`src/trig_regs.vh`:
```
// Purpose: register offsets, field positions, reset values and timing for the trigger handshake
// Assumes: 32-bit AHB-Lite register bus, 10 MHz hclk
// Notes: header of definitions only
`ifndef TRIG_REGS_VH
`define TRIG_REGS_VH

// ----------------------------------------------------------------
// register byte offsets
// ----------------------------------------------------------------
`define OFF_CTRL 8'h00
`define OFF_LINES 8'h04
`define OFF_MCOUNT 8'h08
`define OFF_LCOUNT 8'h0C
`define OFF_PULSE 8'h10
`define OFF_STATUS 8'h14

// ----------------------------------------------------------------
// control register fields
// ----------------------------------------------------------------
`define B_SEMI 0
`define B_CONT 1
`define B_INIT 2
`define B_ABORT 3
`define B_ARM_BUS 4
`define B_SCAN_BUS 5
`define B_MEAS_BUS 6
`define B_ARM_SRC 7
`define B_SCAN_SRC 8
`define B_MEAS_SRC 9
`define B_DEFAULTS 10
`define CTRL_RST 10'h042 // continuous initiation, measure layer waits on the bus

// ----------------------------------------------------------------
// line selection and count reset values
// ----------------------------------------------------------------
`define IN_LINE_RST 3'h1
`define OUT_LINE_RST 3'h2
`define SEMI_LINE_RST 3'h1
`define MCOUNT_RST 16'h000A
`define ARM_CNT_RST 8'h01
`define SCAN_CNT_RST 8'h00

// ----------------------------------------------------------------
// timing: output pulse width
// ----------------------------------------------------------------
`define CLK_MHZ 10
`define PULSE_NS 10000
`define PULSE_CYC ((`PULSE_NS * `CLK_MHZ + 999) / 1000)
`define GUARD_CYC 3'h4

`endif

```
`src/line_sync.v`:
```
// Purpose: synchronise the trigger bus lines and report their edges
// Assumes: lines are asynchronous to hclk
// Notes: a level counts once the second and third stages agree
`timescale 1ns/1ns
module line_sync #(
   parameter W = 6
) (
   // clock and reset
   input wire hclk,
   input wire hresetn,
   // raw lines and filtered results
   input wire [W-1:0] line_in,
   output wire [W-1:0] level,
   output wire [W-1:0] fall,
   output wire [W-1:0] rise
);

   genvar i;
   generate
      for (i = 0; i < W; i = i + 1) begin : g_line
         reg s1_q, s2_q, s3_q, lvl_q, lvl_d1_q;
         // three stages; the stable level only moves when stages two and three agree
         always @(posedge hclk or negedge hresetn) begin
            if (!hresetn) begin
               s1_q <= 1'b1;
               s2_q <= 1'b1;
               s3_q <= 1'b1;
               lvl_q <= 1'b1;
               lvl_d1_q <= 1'b1;
            end else begin
               s1_q <= line_in[i];
               s2_q <= s1_q;
               s3_q <= s2_q;
               if (s2_q == s3_q) begin
                  lvl_q <= s3_q;
               end
               lvl_d1_q <= lvl_q;
            end
         end
         assign level[i] = lvl_q;
         assign fall[i] = lvl_d1_q & ~lvl_q;
         assign rise[i] = ~lvl_d1_q & lvl_q;
      end
   endgenerate

endmodule

```
`src/trig_handshake.v`:
```
// Purpose: layered trigger model exchanging triggers over a multi_line_trigger_bus
// Assumes: measurement engine on hclk answers meas_start with a meas_done pulse
// Notes: open-drain lines, pulled low when trig_oe is high
// Functional notes
// - semi-sync uses one shared line both ways
// - line idles high; falling edge is a trigger
// - release rising edge triggers the waiting source
// - only pull low or release, never drive high
// - source pulls line low after measurement
// - acceptor holds line low while measuring
// - release line on completion, then wait again
// - async layer uses separate input and output lines
// - source control skips first wait only
// - first-pass skip rearmed each outer pass
// - async input pulse starts one measurement, then pulse
// - after outer passes used up, return idle
// - immediate arm and scan go to measure
// - defaults select continuous initiation
// - one source, all others acceptors
`timescale 1ns/1ns
`include "trig_regs.vh"
module trig_handshake (
   // clock and reset
   input wire hclk,
   input wire hresetn,
   // ahb-lite slave
   input wire hsel,
   input wire [31:0] haddr,
   input wire [1:0] htrans,
   input wire hwrite,
   input wire [2:0] hsize,
   input wire [31:0] hwdata,
   input wire hready,
   output wire hreadyout,
   output wire hresp,
   output reg [31:0] hrdata,
   // trigger bus, open drain
   input wire [5:0] trig_in,
   output wire [5:0] trig_out,
   output wire [5:0] trig_oe,
   // measurement engine
   output reg meas_start,
   input wire meas_done,
   // state
   output wire armed,
   output wire waiting
);

   // ----------------------------------------------------------------
   // states and decode helpers
   // ----------------------------------------------------------------
   localparam [2:0] S_IDLE = 3'h0;
   localparam [2:0] S_ARM = 3'h1;
   localparam [2:0] S_SCAN = 3'h2;
   localparam [2:0] S_MEAS = 3'h3;
   localparam [2:0] S_RUN = 3'h4;
   localparam [2:0] S_OUT = 3'h5;
   localparam integer PW_I = `PULSE_CYC;
   localparam [7:0] PW_RST = PW_I[7:0];

   // line number 1..6 to bus index, out-of-range numbers clamp
   function [2:0] lidx;
      input [2:0] n;
      begin
         if (n == 3'h0) begin
            lidx = 3'h0;
         end else if (n > 3'h6) begin
            lidx = 3'h5;
         end else begin
            lidx = n - 3'h1;
         end
      end
   endfunction

   // ----------------------------------------------------------------
   // configuration and state registers
   // ----------------------------------------------------------------
   reg [9:0] ctrl_q;
   reg [2:0] in_line_q, out_line_q, semi_line_q;
   reg [15:0] mcount_q;
   reg [7:0] arm_cnt_q, scan_cnt_q, pw_q;
   reg [2:0] state_q;
   reg [15:0] meas_n_q;
   reg [7:0] scan_n_q, arm_n_q, pw_n_q;
   reg arm_first_q, scan_first_q, meas_first_q;
   reg drv_q;
   reg [2:0] drv_idx_q, guard_q;
   reg init_q, abort_q;
   reg ph_wr_q;
   reg [7:0] ph_addr_q;

   wire semi = ctrl_q[`B_SEMI];
   wire meas_src = ctrl_q[`B_MEAS_SRC];
   wire [5:0] lvl, fall, rise;

   // ----------------------------------------------------------------
   // line synchroniser
   // ----------------------------------------------------------------
   line_sync #(.W(6)) u_sync (
      .hclk(hclk),
      .hresetn(hresetn),
      .line_in(trig_in),
      .level(lvl),
      .fall(fall),
      .rise(rise)
   );

   // edges seen while we drive, or shortly after, are our own
   wire quiet = ~drv_q & (guard_q == 3'h0);
   wire in_fall = fall[lidx(in_line_q)] & quiet;
   wire semi_fall = fall[lidx(semi_line_q)] & quiet;
   wire semi_rise = rise[lidx(semi_line_q)] & quiet;

   // ----------------------------------------------------------------
   // layer events
   // ----------------------------------------------------------------
   wire arm_ev = (arm_first_q & ctrl_q[`B_ARM_SRC]) | ~ctrl_q[`B_ARM_BUS] | in_fall;
   wire scan_ev = (scan_first_q & ctrl_q[`B_SCAN_SRC]) | ~ctrl_q[`B_SCAN_BUS] | in_fall;
   reg meas_ev;
   // measure layer: source of trigger depends on mode and control
   always @* begin
      if (meas_first_q && meas_src) begin
         meas_ev = 1'b1;
      end else if (!ctrl_q[`B_MEAS_BUS]) begin
         meas_ev = 1'b1;
      end else if (!semi) begin
         meas_ev = in_fall;
      end else if (meas_src) begin
         meas_ev = semi_rise;
      end else begin
         meas_ev = semi_fall;
      end
   end

   // layer completion; a count of zero means infinite
   wire meas_last = (mcount_q != 16'h0000) && (meas_n_q + 16'h0001 == mcount_q);
   wire scan_last = (scan_cnt_q != 8'h00) && (scan_n_q + 8'h01 == scan_cnt_q);
   wire arm_last = (arm_cnt_q != 8'h00) && (arm_n_q + 8'h01 == arm_cnt_q);

   // ----------------------------------------------------------------
   // trigger model sequencer
   // ----------------------------------------------------------------
   always @(posedge hclk or negedge hresetn) begin
      if (!hresetn) begin
         state_q <= S_IDLE;
         meas_n_q <= 16'h0000;
         scan_n_q <= 8'h00;
         arm_n_q <= 8'h00;
         pw_n_q <= 8'h00;
         arm_first_q <= 1'b1;
         scan_first_q <= 1'b1;
         meas_first_q <= 1'b1;
         drv_q <= 1'b0;
         drv_idx_q <= 3'h0;
         guard_q <= 3'h0;
         meas_start <= 1'b0;
      end else begin
         meas_start <= 1'b0;
         if (drv_q) begin
            guard_q <= `GUARD_CYC;
         end else if (guard_q != 3'h0) begin
            guard_q <= guard_q - 3'h1;
         end
         if (abort_q) begin
            state_q <= S_IDLE;
            drv_q <= 1'b0;
         end else begin
            case (state_q)
               S_IDLE: begin
                  if (ctrl_q[`B_CONT] || init_q) begin
                     arm_first_q <= 1'b1;
                     meas_n_q <= 16'h0000;
                     scan_n_q <= 8'h00;
                     arm_n_q <= 8'h00;
                     state_q <= S_ARM;
                  end
               end
               S_ARM: begin
                  if (arm_ev) begin
                     arm_first_q <= 1'b0;
                     scan_first_q <= 1'b1;
                     state_q <= S_SCAN;
                  end
               end
               S_SCAN: begin
                  if (scan_ev) begin
                     scan_first_q <= 1'b0;
                     meas_first_q <= 1'b1;
                     state_q <= S_MEAS;
                  end
               end
               S_MEAS: begin
                  if (meas_ev) begin
                     meas_first_q <= 1'b0;
                     meas_start <= 1'b1;
                     // acceptor holds the shared line for the whole action
                     if (semi && !meas_src) begin
                        drv_q <= 1'b1;
                        drv_idx_q <= lidx(semi_line_q);
                     end
                     state_q <= S_RUN;
                  end
               end
               S_RUN: begin
                  if (meas_done) begin
                     if (semi && !meas_src) begin
                        drv_q <= 1'b0;
                        pw_n_q <= 8'h00;
                     end else begin
                        // async pulse or source pull-down, both of fixed width
                        drv_q <= 1'b1;
                        drv_idx_q <= semi ? lidx(semi_line_q) : lidx(out_line_q);
                        pw_n_q <= pw_q;
                     end
                     state_q <= S_OUT;
                  end
               end
               S_OUT: begin
                  if (pw_n_q > 8'h01) begin
                     pw_n_q <= pw_n_q - 8'h01;
                  end else begin
                     drv_q <= 1'b0;
                     if (!meas_last) begin
                        meas_n_q <= meas_n_q + 16'h0001;
                        state_q <= S_MEAS;
                     end else if (!scan_last) begin
                        meas_n_q <= 16'h0000;
                        scan_n_q <= scan_n_q + 8'h01;
                        state_q <= S_SCAN;
                     end else if (!arm_last) begin
                        meas_n_q <= 16'h0000;
                        scan_n_q <= 8'h00;
                        arm_n_q <= arm_n_q + 8'h01;
                        state_q <= S_ARM;
                     end else begin
                        state_q <= S_IDLE;
                     end
                  end
               end
               default: begin
                  state_q <= S_IDLE;
               end
            endcase
         end
      end
   end

   // ----------------------------------------------------------------
   // open-drain drive: data always low, only the enable moves
   // ----------------------------------------------------------------
   genvar g;
   generate
      for (g = 0; g < 6; g = g + 1) begin : g_drv
         assign trig_oe[g] = drv_q && (drv_idx_q == g);
      end
   endgenerate
   assign trig_out = 6'h00;
   assign armed = (state_q != S_IDLE);
   assign waiting = (state_q == S_MEAS);

   // ----------------------------------------------------------------
   // ahb-lite slave: zero wait states, always okay
   // ----------------------------------------------------------------
   assign hreadyout = 1'b1;
   assign hresp = 1'b0;
   wire take = hsel & htrans[1] & hready;

   reg [31:0] rd_d;
   // read mux sampled in the address phase so hrdata comes from a flop
   always @* begin
      case (haddr[7:0])
         `OFF_CTRL: rd_d = {22'h0, ctrl_q[9:4], 2'b00, ctrl_q[1:0]};
         `OFF_LINES: rd_d = {21'h0, semi_line_q, 1'b0, out_line_q, 1'b0, in_line_q};
         `OFF_MCOUNT: rd_d = {16'h0000, mcount_q};
         `OFF_LCOUNT: rd_d = {16'h0000, scan_cnt_q, arm_cnt_q};
         `OFF_PULSE: rd_d = {24'h000000, pw_q};
         `OFF_STATUS: rd_d = {meas_n_q, 2'b00, lvl, 5'h00, state_q};
         default: rd_d = 32'h00000000;
      endcase
   end

   // address phase capture and register writes
   always @(posedge hclk or negedge hresetn) begin
      if (!hresetn) begin
         ph_wr_q <= 1'b0;
         ph_addr_q <= 8'h00;
         hrdata <= 32'h00000000;
         ctrl_q <= `CTRL_RST;
         in_line_q <= `IN_LINE_RST;
         out_line_q <= `OUT_LINE_RST;
         semi_line_q <= `SEMI_LINE_RST;
         mcount_q <= `MCOUNT_RST;
         arm_cnt_q <= `ARM_CNT_RST;
         scan_cnt_q <= `SCAN_CNT_RST;
         pw_q <= PW_RST;
         init_q <= 1'b0;
         abort_q <= 1'b0;
      end else begin
         init_q <= 1'b0;
         abort_q <= 1'b0;
         if (hready) begin
            ph_wr_q <= take & hwrite;
            ph_addr_q <= haddr[7:0];
         end
         if (take && !hwrite) begin
            hrdata <= rd_d;
         end
         if (ph_wr_q) begin
            case (ph_addr_q)
               `OFF_CTRL: begin
                  if (hwdata[`B_DEFAULTS]) begin
                     // bench defaults: continuous initiation, input and shared line one, output line two
                     ctrl_q <= `CTRL_RST;
                     in_line_q <= `IN_LINE_RST;
                     out_line_q <= `OUT_LINE_RST;
                     semi_line_q <= `SEMI_LINE_RST;
                     mcount_q <= `MCOUNT_RST;
                     arm_cnt_q <= `ARM_CNT_RST;
                     scan_cnt_q <= `SCAN_CNT_RST;
                     pw_q <= PW_RST;
                  end else begin
                     // command bits are pulses and are not stored
                     ctrl_q <= {hwdata[9:4], 2'b00, hwdata[1:0]};
                     init_q <= hwdata[`B_INIT];
                     abort_q <= hwdata[`B_ABORT];
                  end
               end
               `OFF_LINES: begin
                  in_line_q <= hwdata[2:0];
                  out_line_q <= hwdata[6:4];
                  semi_line_q <= hwdata[10:8];
               end
               `OFF_MCOUNT: mcount_q <= hwdata[15:0];
               `OFF_LCOUNT: begin
                  arm_cnt_q <= hwdata[7:0];
                  scan_cnt_q <= hwdata[15:8];
               end
               `OFF_PULSE: pw_q <= hwdata[7:0];
               default: begin
                  pw_q <= pw_q;
               end
            endcase
         end
      end
   end

endmodule

```
`config.mk`:
```
export PLATFORM = sky130hd
export DESIGN_NAME = trig_handshake
export DESIGN_NICKNAME = d
export VERILOG_FILES = /design/src/line_sync.v /design/src/trig_handshake.v
export VERILOG_INCLUDE_DIRS = /design/src
export SDC_FILE = /design/constraint.sdc
export NUM_CORES = 1
export LEC_CHECK = 0
export BUFFER_PORTS_ARGS = -buffer_cell sky130_fd_sc_hd__buf_2
export CORE_MARGIN = 4
export CORE_UTILIZATION = 43
export CTS_CLUSTER_SIZE = 25
export DETAILED_ROUTE_END_ITERATION = 8
export PLACE_DENSITY = 0.65
export SETUP_SLACK_MARGIN = 0.1
export SLEW_MARGIN = 0
export SYNTH_ARGS = -nofsm -noshare
export SYNTH_HDL_FRONTEND = slang
export SYNTH_HIERARCHICAL = 1
export SYNTH_SLANG_ARGS = --single-unit
```
`constraint.sdc`:
```
create_clock -name hclk -period 7.3 [get_ports hclk]
set_clock_uncertainty 0.05 [all_clocks]
set_input_delay 0.73 -clock hclk [delete_from_list [all_inputs] [get_ports hclk]]
set_output_delay 0.73 -clock hclk [all_outputs]
set_load 0.005 [all_outputs]
```
After elaboration in Yosys (flattened, before gate mapping). Cells that the tools add are included.

Register bits: 186. Input port bits: 81. Output and inout bits: 49. Word-level logic and storage cells: 311.

Add/subtract/negate cells: 8. Order comparisons: 6. Equal/unequal tests: 50. Multiplexer cells: 96. Bitwise operators: 41. Reductions and logical operators: 55.

Operators with widths (count): 32-bit case mux with 6 select lines (1); 8-bit two-way mux (15); 16-bit two-way mux (6); 8-bit case mux with 2 select lines (6); 3-bit two-way mux (22); 16-bit case mux with 2 select lines (2); 8-bit by 4-bit == test with 1-bit output (second input constant) (4); 1-bit two-way mux (29); 8-bit by 5-bit == test with 1-bit output (second input constant) (3); 3-bit case mux with 2 select lines (4); 2-bit != test (second input constant) (11); 2-bit nonzero test (11); 1-bit AND (21); 3-bit logical NOT (6); 3-bit != test (second input constant) (6); 3-bit case mux with 6 select lines (1); 6-bit AND reduction (3); 16-bit by 1-bit adder with 16-bit output (second input constant) (1); 8-bit by 1-bit adder with 8-bit output (second input constant) (2); 16-bit == test (1); 8-bit by 3-bit == test with 1-bit output (second input constant) (2); 8-bit == test (2); 8-bit logical NOT (2); 1-bit inverter (16); other kinds (30) (79).

Depth between registers and ports, before layout.
Word-level depth: 13. Gate-level depth with buffers: 12. Mapped depth without buffers: 11.

Cells and area by module. Netlist, hierarchy kept.

By module, submodules not included: trig_handshake (instances 1, cells each 1077, area an instance 9460.3 um2, sequential area each 3871.2 um2); line_sync (instances 1, cells each 54, area an instance 983.4 um2, sequential area each 788.3 um2).

Worst setup path after synthesis. OpenSTA, ideal clock, no wires.

Path type: register -> register. Start point: register semi_line_q[0]. End point: register drv_idx_q[0]. Setup time: 0.125 ns. Data arrival time: 2.703 ns. Required time: 7.125 ns. Path slack: 4.423 ns. Cell stages (with the launch flop): 11. Buffers on the path: 0. Period minus slack after synthesis: 2.877 ns. Cells stage by stage: dfstp_2 inv_1 ha_1 ha_1 a21oi_1 or4b_2 a21oi_1 a221oi_1 o31ai_1 nand2_1 mux2_2.

Longest elaborated chain between the ends: 12. Elaborated cells between the ends (all ways): 23. Those cells by class: 1 x add/sub; 1 x order compare; 1 x eq/ne; 16 x mux; 2 x bitwise; 2 x reduce/logical.

Ends and longest elaborated chain: start: declaration (line trig_handshake.v:79) `reg [2:0] in_line_q, out_line_q, semi_line_q;`; start signal: assignment (line trig_handshake.v:291) `` semi_line_q <= `SEMI_LINE_RST; ``; start signal: assignment (line trig_handshake.v:316) `` semi_line_q <= `SEMI_LINE_RST; ``; start signal: assignment (line trig_handshake.v:331) `semi_line_q <= hwdata[10:8];`; 3-bit by 1-bit subtractor with 3-bit output / 3-bit greater-than comparator (equally long branches) (line trig_handshake.v:70, trig_handshake.v:67); 3-bit two-way mux (line trig_handshake.v:67) `end else if (n > 3'h6) begin`; 3-bit two-way mux * (line trig_handshake.v:65) `if (n == 3'h0) begin`; 1-bit binary-select mux with 3-bit select (on tied branches) (line trig_handshake.v:111, trig_handshake.v:112); 1-bit two-way mux (on tied branches) (line trig_handshake.v:111, trig_handshake.v:112); 1-bit AND (on tied branches) (line trig_handshake.v:111, trig_handshake.v:112); 1-bit two-way mux (line trig_handshake.v:128) `end else if (meas_src) begin`; 1-bit two-way mux (line trig_handshake.v:126) `end else if (!semi) begin`; 1-bit two-way mux (line trig_handshake.v:124) `` end else if (!ctrl_q[`B_MEAS_BUS]) begin ``; 1-bit two-way mux (line trig_handshake.v:122) `if (meas_first_q && meas_src) begin`; 2-bit by 1-bit != test with 1-bit output (no source line); 6-bit AND reduction (no source line); end signal: assignment (line trig_handshake.v:199) `drv_idx_q <= lidx(semi_line_q);`; end signal: assignment (line trig_handshake.v:212) `drv_idx_q <= semi ? lidx(semi_line_q) : lidx(out_line_q);`; end: declaration (line trig_handshake.v:87) `reg [2:0] drv_idx_q, guard_q;`.

Every way passes the cells marked *; elsewhere a longest branch is shown, timed or not. The select of a mux whose other input is x is not followed. A chain may end at the register's enable or synchronous reset.

Worst setup path after layout.
Start point: register state_q[2]. End point: register scan_n_q[5].

Longest elaborated chain between the ends: 3. Elaborated cells between the ends (all ways): 9. Those cells by class: 5 x eq/ne; 1 x mux; 3 x reduce/logical.

Ends and longest elaborated chain: start: declaration (line trig_handshake.v:82) `reg [2:0] state_q;`; start signal: assignment (line trig_handshake.v:145) `state_q <= S_IDLE;`; start signal: assignment (line trig_handshake.v:165) `state_q <= S_IDLE;`; start signal: assignment (line trig_handshake.v:175) `state_q <= S_ARM;`; 3-bit == test / 3-bit logical NOT (equally long branches) (line trig_handshake.v:168) `case (state_q)`; 3-bit != test (no source line), or another cell as far along; 6-bit AND reduction (no source line); end signal: assignment (line trig_handshake.v:228) `scan_n_q <= scan_n_q + 8'h01;`; end: declaration (line trig_handshake.v:84) `reg [7:0] scan_n_q, arm_n_q, pw_n_q;`.

Parallel ways exist; a longest one is shown, timed or not.

==> summary.txt <==
Run status
  • Status: completed

Power
  • Power Dens Cells: 230 nW/µm²
  • Lkg Pwr: about 4.9 nW
  • Pwr Total: 2.64 mW
  • Peak supply drop: 0.000150 V

Global route
  • Largest net degree at the start of global routing: 107
  • Vias in the first global route: 8432
  • GRT Total Usage: 21.5%
  • First-pass GRT wire length: 45800 µm
  • Grt total ovfl: 0
  • Initial antenna violation count: 0

Yosys
  • Top_reg_cell synth: dfrtp_1
  • Synthesis warning total: 6
  • Count of different cell masters after synthesis: 85
  • Mapped cell area: 10400 µm²
  • Post-synthesis register bit count: roughly 180
  • EDFF count, synth: 0
  • Sequential area share after synthesis: approximately 45%
  • Cells after Synth: 1131
  • Mean Syn Cell Area: 9.23 µm²
  • Async SR Flop Fraction: 100%

Timing
  • Period utilization: 56.0%
  • Final hold vios: 0
  • Setup TNS: 0 ns
  • Final min period: 4.09 ns
  • Final WS setup: 3.21 ns
  • Final max-slew violation count: 0
  • Worst relative slew slack: a little under a third
  • RSZ-0062 raised after global routing: no
  • Fmax: 0.245 GHz
  • Hold slack: 0.306 ns
  • Setup Viol. Count Final: 0
  • Slew of the pin with the lowest slew margin: 1.01 ns

Die
  • Die H: around 160 µm
  • Cell Rows: 56
  • Die Area: ~27000 µm²
  • Die Width: ~160 µm
  • Starting Density: 44.1%
  • Core ar.: 23700 µm²
  • I/O Pins: 130

Detailed routing
  • DR DRC count: 0
  • Final ANT Viol Nets: 0
  • DRT iter0 DRCs: 750
  • WL/cell: ~19 µm
  • Drt pass-1 iters: 5
  • Via count: 8725
  • WL final: 28300 µm
  • Avg Vias per Cell: 5.86

Clocking
  • CTS tree: done
  • Htree depth: 4
  • Clk slew on worst S/H paths: 0.08 ns
  • CTS Buf Count: 17
  • Clk root buf: clkbuf_16
  • Worst skew pair latency: 0.44 ns
  • Post-CTS setup buffers: 0
  • # hold bufs at CTS: 0
  • CTS sink cnt: 184
  • Clock Path Buffers: 2
  • Post-CTS Resized: 0

Place
  • PortBufs: 77
  • Placed cells: 1458
  • Placer congestion estimate: 0.878
  • Post-DP HPWL: a little over 20000 µm
  • Pre-CTS setup slack: 3.27 ns
  • Post-DP Area: between 10000 and 15000 µm²

Critical path
  • Required @ worst endpoint: 7.60 ns
  • Endpoint class of the critical path: register
  • CP startpoint kind: register
  • CP max FO: 26
  • Setup slack, reg-to-reg: 3.21 ns
  • CP Data Arrival Time: 4.39 ns
  • Critical path type: register to register

Cells and area
  • Share of layout cells above drive strength 1: 18.4%
  • Final Util: 48.6%
  • Antenna Diode Count: 0
  • Finished Cell Area: approximately 12000 µm²
  • Area grow syn2layout: 10.2%
  • Fill count: ~2300
  • Nets: 1255
  • Non-Filler Instances: 1490

Job
  • Max_cap viols: 0

Hold path
  • Hold Crit Class: register to register
==> cells in the mapped netlist, types with 10 or more instances <==
cell type / count / area share, %
nor2b_1: 19 / 1.1
xor2_1: 16 / 1.3
nor2_1: 71 / 2.6
or3_1: 16 / 0.96
mux2_2: 18 / 1.9
nand2_1: 149 / 5.4
nor3_1: 29 / 1.4
mux2i_1: 12 / 1.2
dfrtp_1: 140 / 34
nor4_1: 20 / 1.2
buf_4: 19 / 1.4
dfstp_2: 44 / 11
o21ai_0: 95 / 4.6
inv_1: 37 / 1.3
clkbuf_1: 48 / 1.7
a22oi_1: 10 / 0.72
xnor2_1: 23 / 1.9
a22o_1: 31 / 2.6
a31oi_1: 18 / 1.1
ha_1: 16 / 1.9
o211ai_1: 14 / 1.0
nand3_1: 45 / 2.2
nand2b_1: 18 / 1.1
a21oi_1: 47 / 2.3
nand4_1: 13 / 0.78
buf_2: 12 / 0.58
==> worst paths after layout <==
check | start | cells after the start | to
worst min-delay path | u_sync/g_line[5].s1_q | 0 | u_sync/g_line[5].s2_q
worst max-delay path | state_q[2] | 8 | scan_n_q[5]
worst max register to register | state_q[2] | 8 | scan_n_q[5]
max in group asynchronous | hresetn | 2 | mcount_q[0]
worst min register to register | u_sync/g_line[5].s1_q | 0 | u_sync/g_line[5].s2_q
min in group asynchronous | hresetn | 1 | guard_q[2]
==> final cells by class <==
class	count	area (µm²)	share of cell area (%)
multi-input combinational	830	5250	45.6
clock inverter	14	150	1.31
inverter	39	146	1.27
timing repair buffer	86	462	4.01
tap	319	399	3.47
sequential	184	4660	40.5
clock buffer	18	439	3.82
==> worst max-delay path, cell delays in order, from the launching register on <==
cell and delay (ns):
dfrtp_1 0.66, nor2b_1 0.47, nand2_1 0.62, and2_1 0.41
or4_1 0.79, nor2_1 0.24, nor4b_4 0.44, a31oi_1 0.14
a31oi_1 0.19
==> kinds of logic after synthesis <==
| logic type | count (synthesis) | synth area share (%) |
|---|---|---|
| xor gates and xnor gates | 39 | 3.27 |
| and+or+nand+nor | 442 | 21.9 |
| other | 2 | 0.0719 |
| adders and majority gates | 22 | 2.56 |
| muxes | 36 | 4.28 |
| AOI/OAI and AO/OA | 283 | 17.9 |
| buffers and inverters | 123 | 5.40 |
| DFF | 184 | 44.6 |
==> sequential cells by signal, indices dropped and copies added, names as in the netlist, 3 cells and up <==
| signal | cells |
|---|---|
| hrdata | 32 |
| mcount_q | 16 |
| meas_n_q | 16 |
| arm_cnt_q | 8 |
| arm_n_q | 8 |
| ctrl_q | 8 |
| ph_addr_q | 8 |
| pw_n_q | 8 |
| pw_q | 8 |
| scan_cnt_q | 8 |
| scan_n_q | 8 |
| u_sync/g_line.lvl_d1_q | 6 |
| u_sync/g_line.lvl_q | 6 |
| u_sync/g_line.s1_q | 6 |
| u_sync/g_line.s2_q | 6 |
| u_sync/g_line.s3_q | 6 |
| drv_idx_q | 3 |
| guard_q | 3 |
| in_line_q | 3 |
| out_line_q | 3 |
| semi_line_q | 3 |
| state_q | 3 |
==> layout by cell type, fill, tap and decap left out, drive strengths merged, types with 5 or more instances in the layout <==
cell type	count
nor2b	19
buf	85
a22o	31
maj3	6
dfrtp	140
o21ai	95
a22oi	10
nand2	149
o211ai	18
a211oi	8
mux4	5
xnor2	23
a21oi	48
dfstp	44
and2b	6
a31oi	18
inv	49
nor3	30
nand3	45
and3	6
xor2	16
o31ai	9
nand2b	18
mux2	19
nand4b	8
mux2i	12
nand4	15
nor4	23
or4	9
conb	8
clkbuf	19
or3	16
and2	5
ha	16
nor2	71
==> power by group <==
part           switching (mW)  leakage (nW)  internal [mW]
Combinational           0.295          2.33          0.184
Sequential              0.111          2.31           1.12
Clock                   0.463         0.293          0.471
Total                   0.870          4.93           1.77
==> per-layer routing <==
layer,GRT usage (%),part of all wire (%),vias up
li1,-,-,4115
met1,29.7,45,4330
met2,35.6,48,247
met3,3.21,5.3,33
met4,5.49,1.8,0
met5,0,0,-
(Power assumes the default switching activity.)
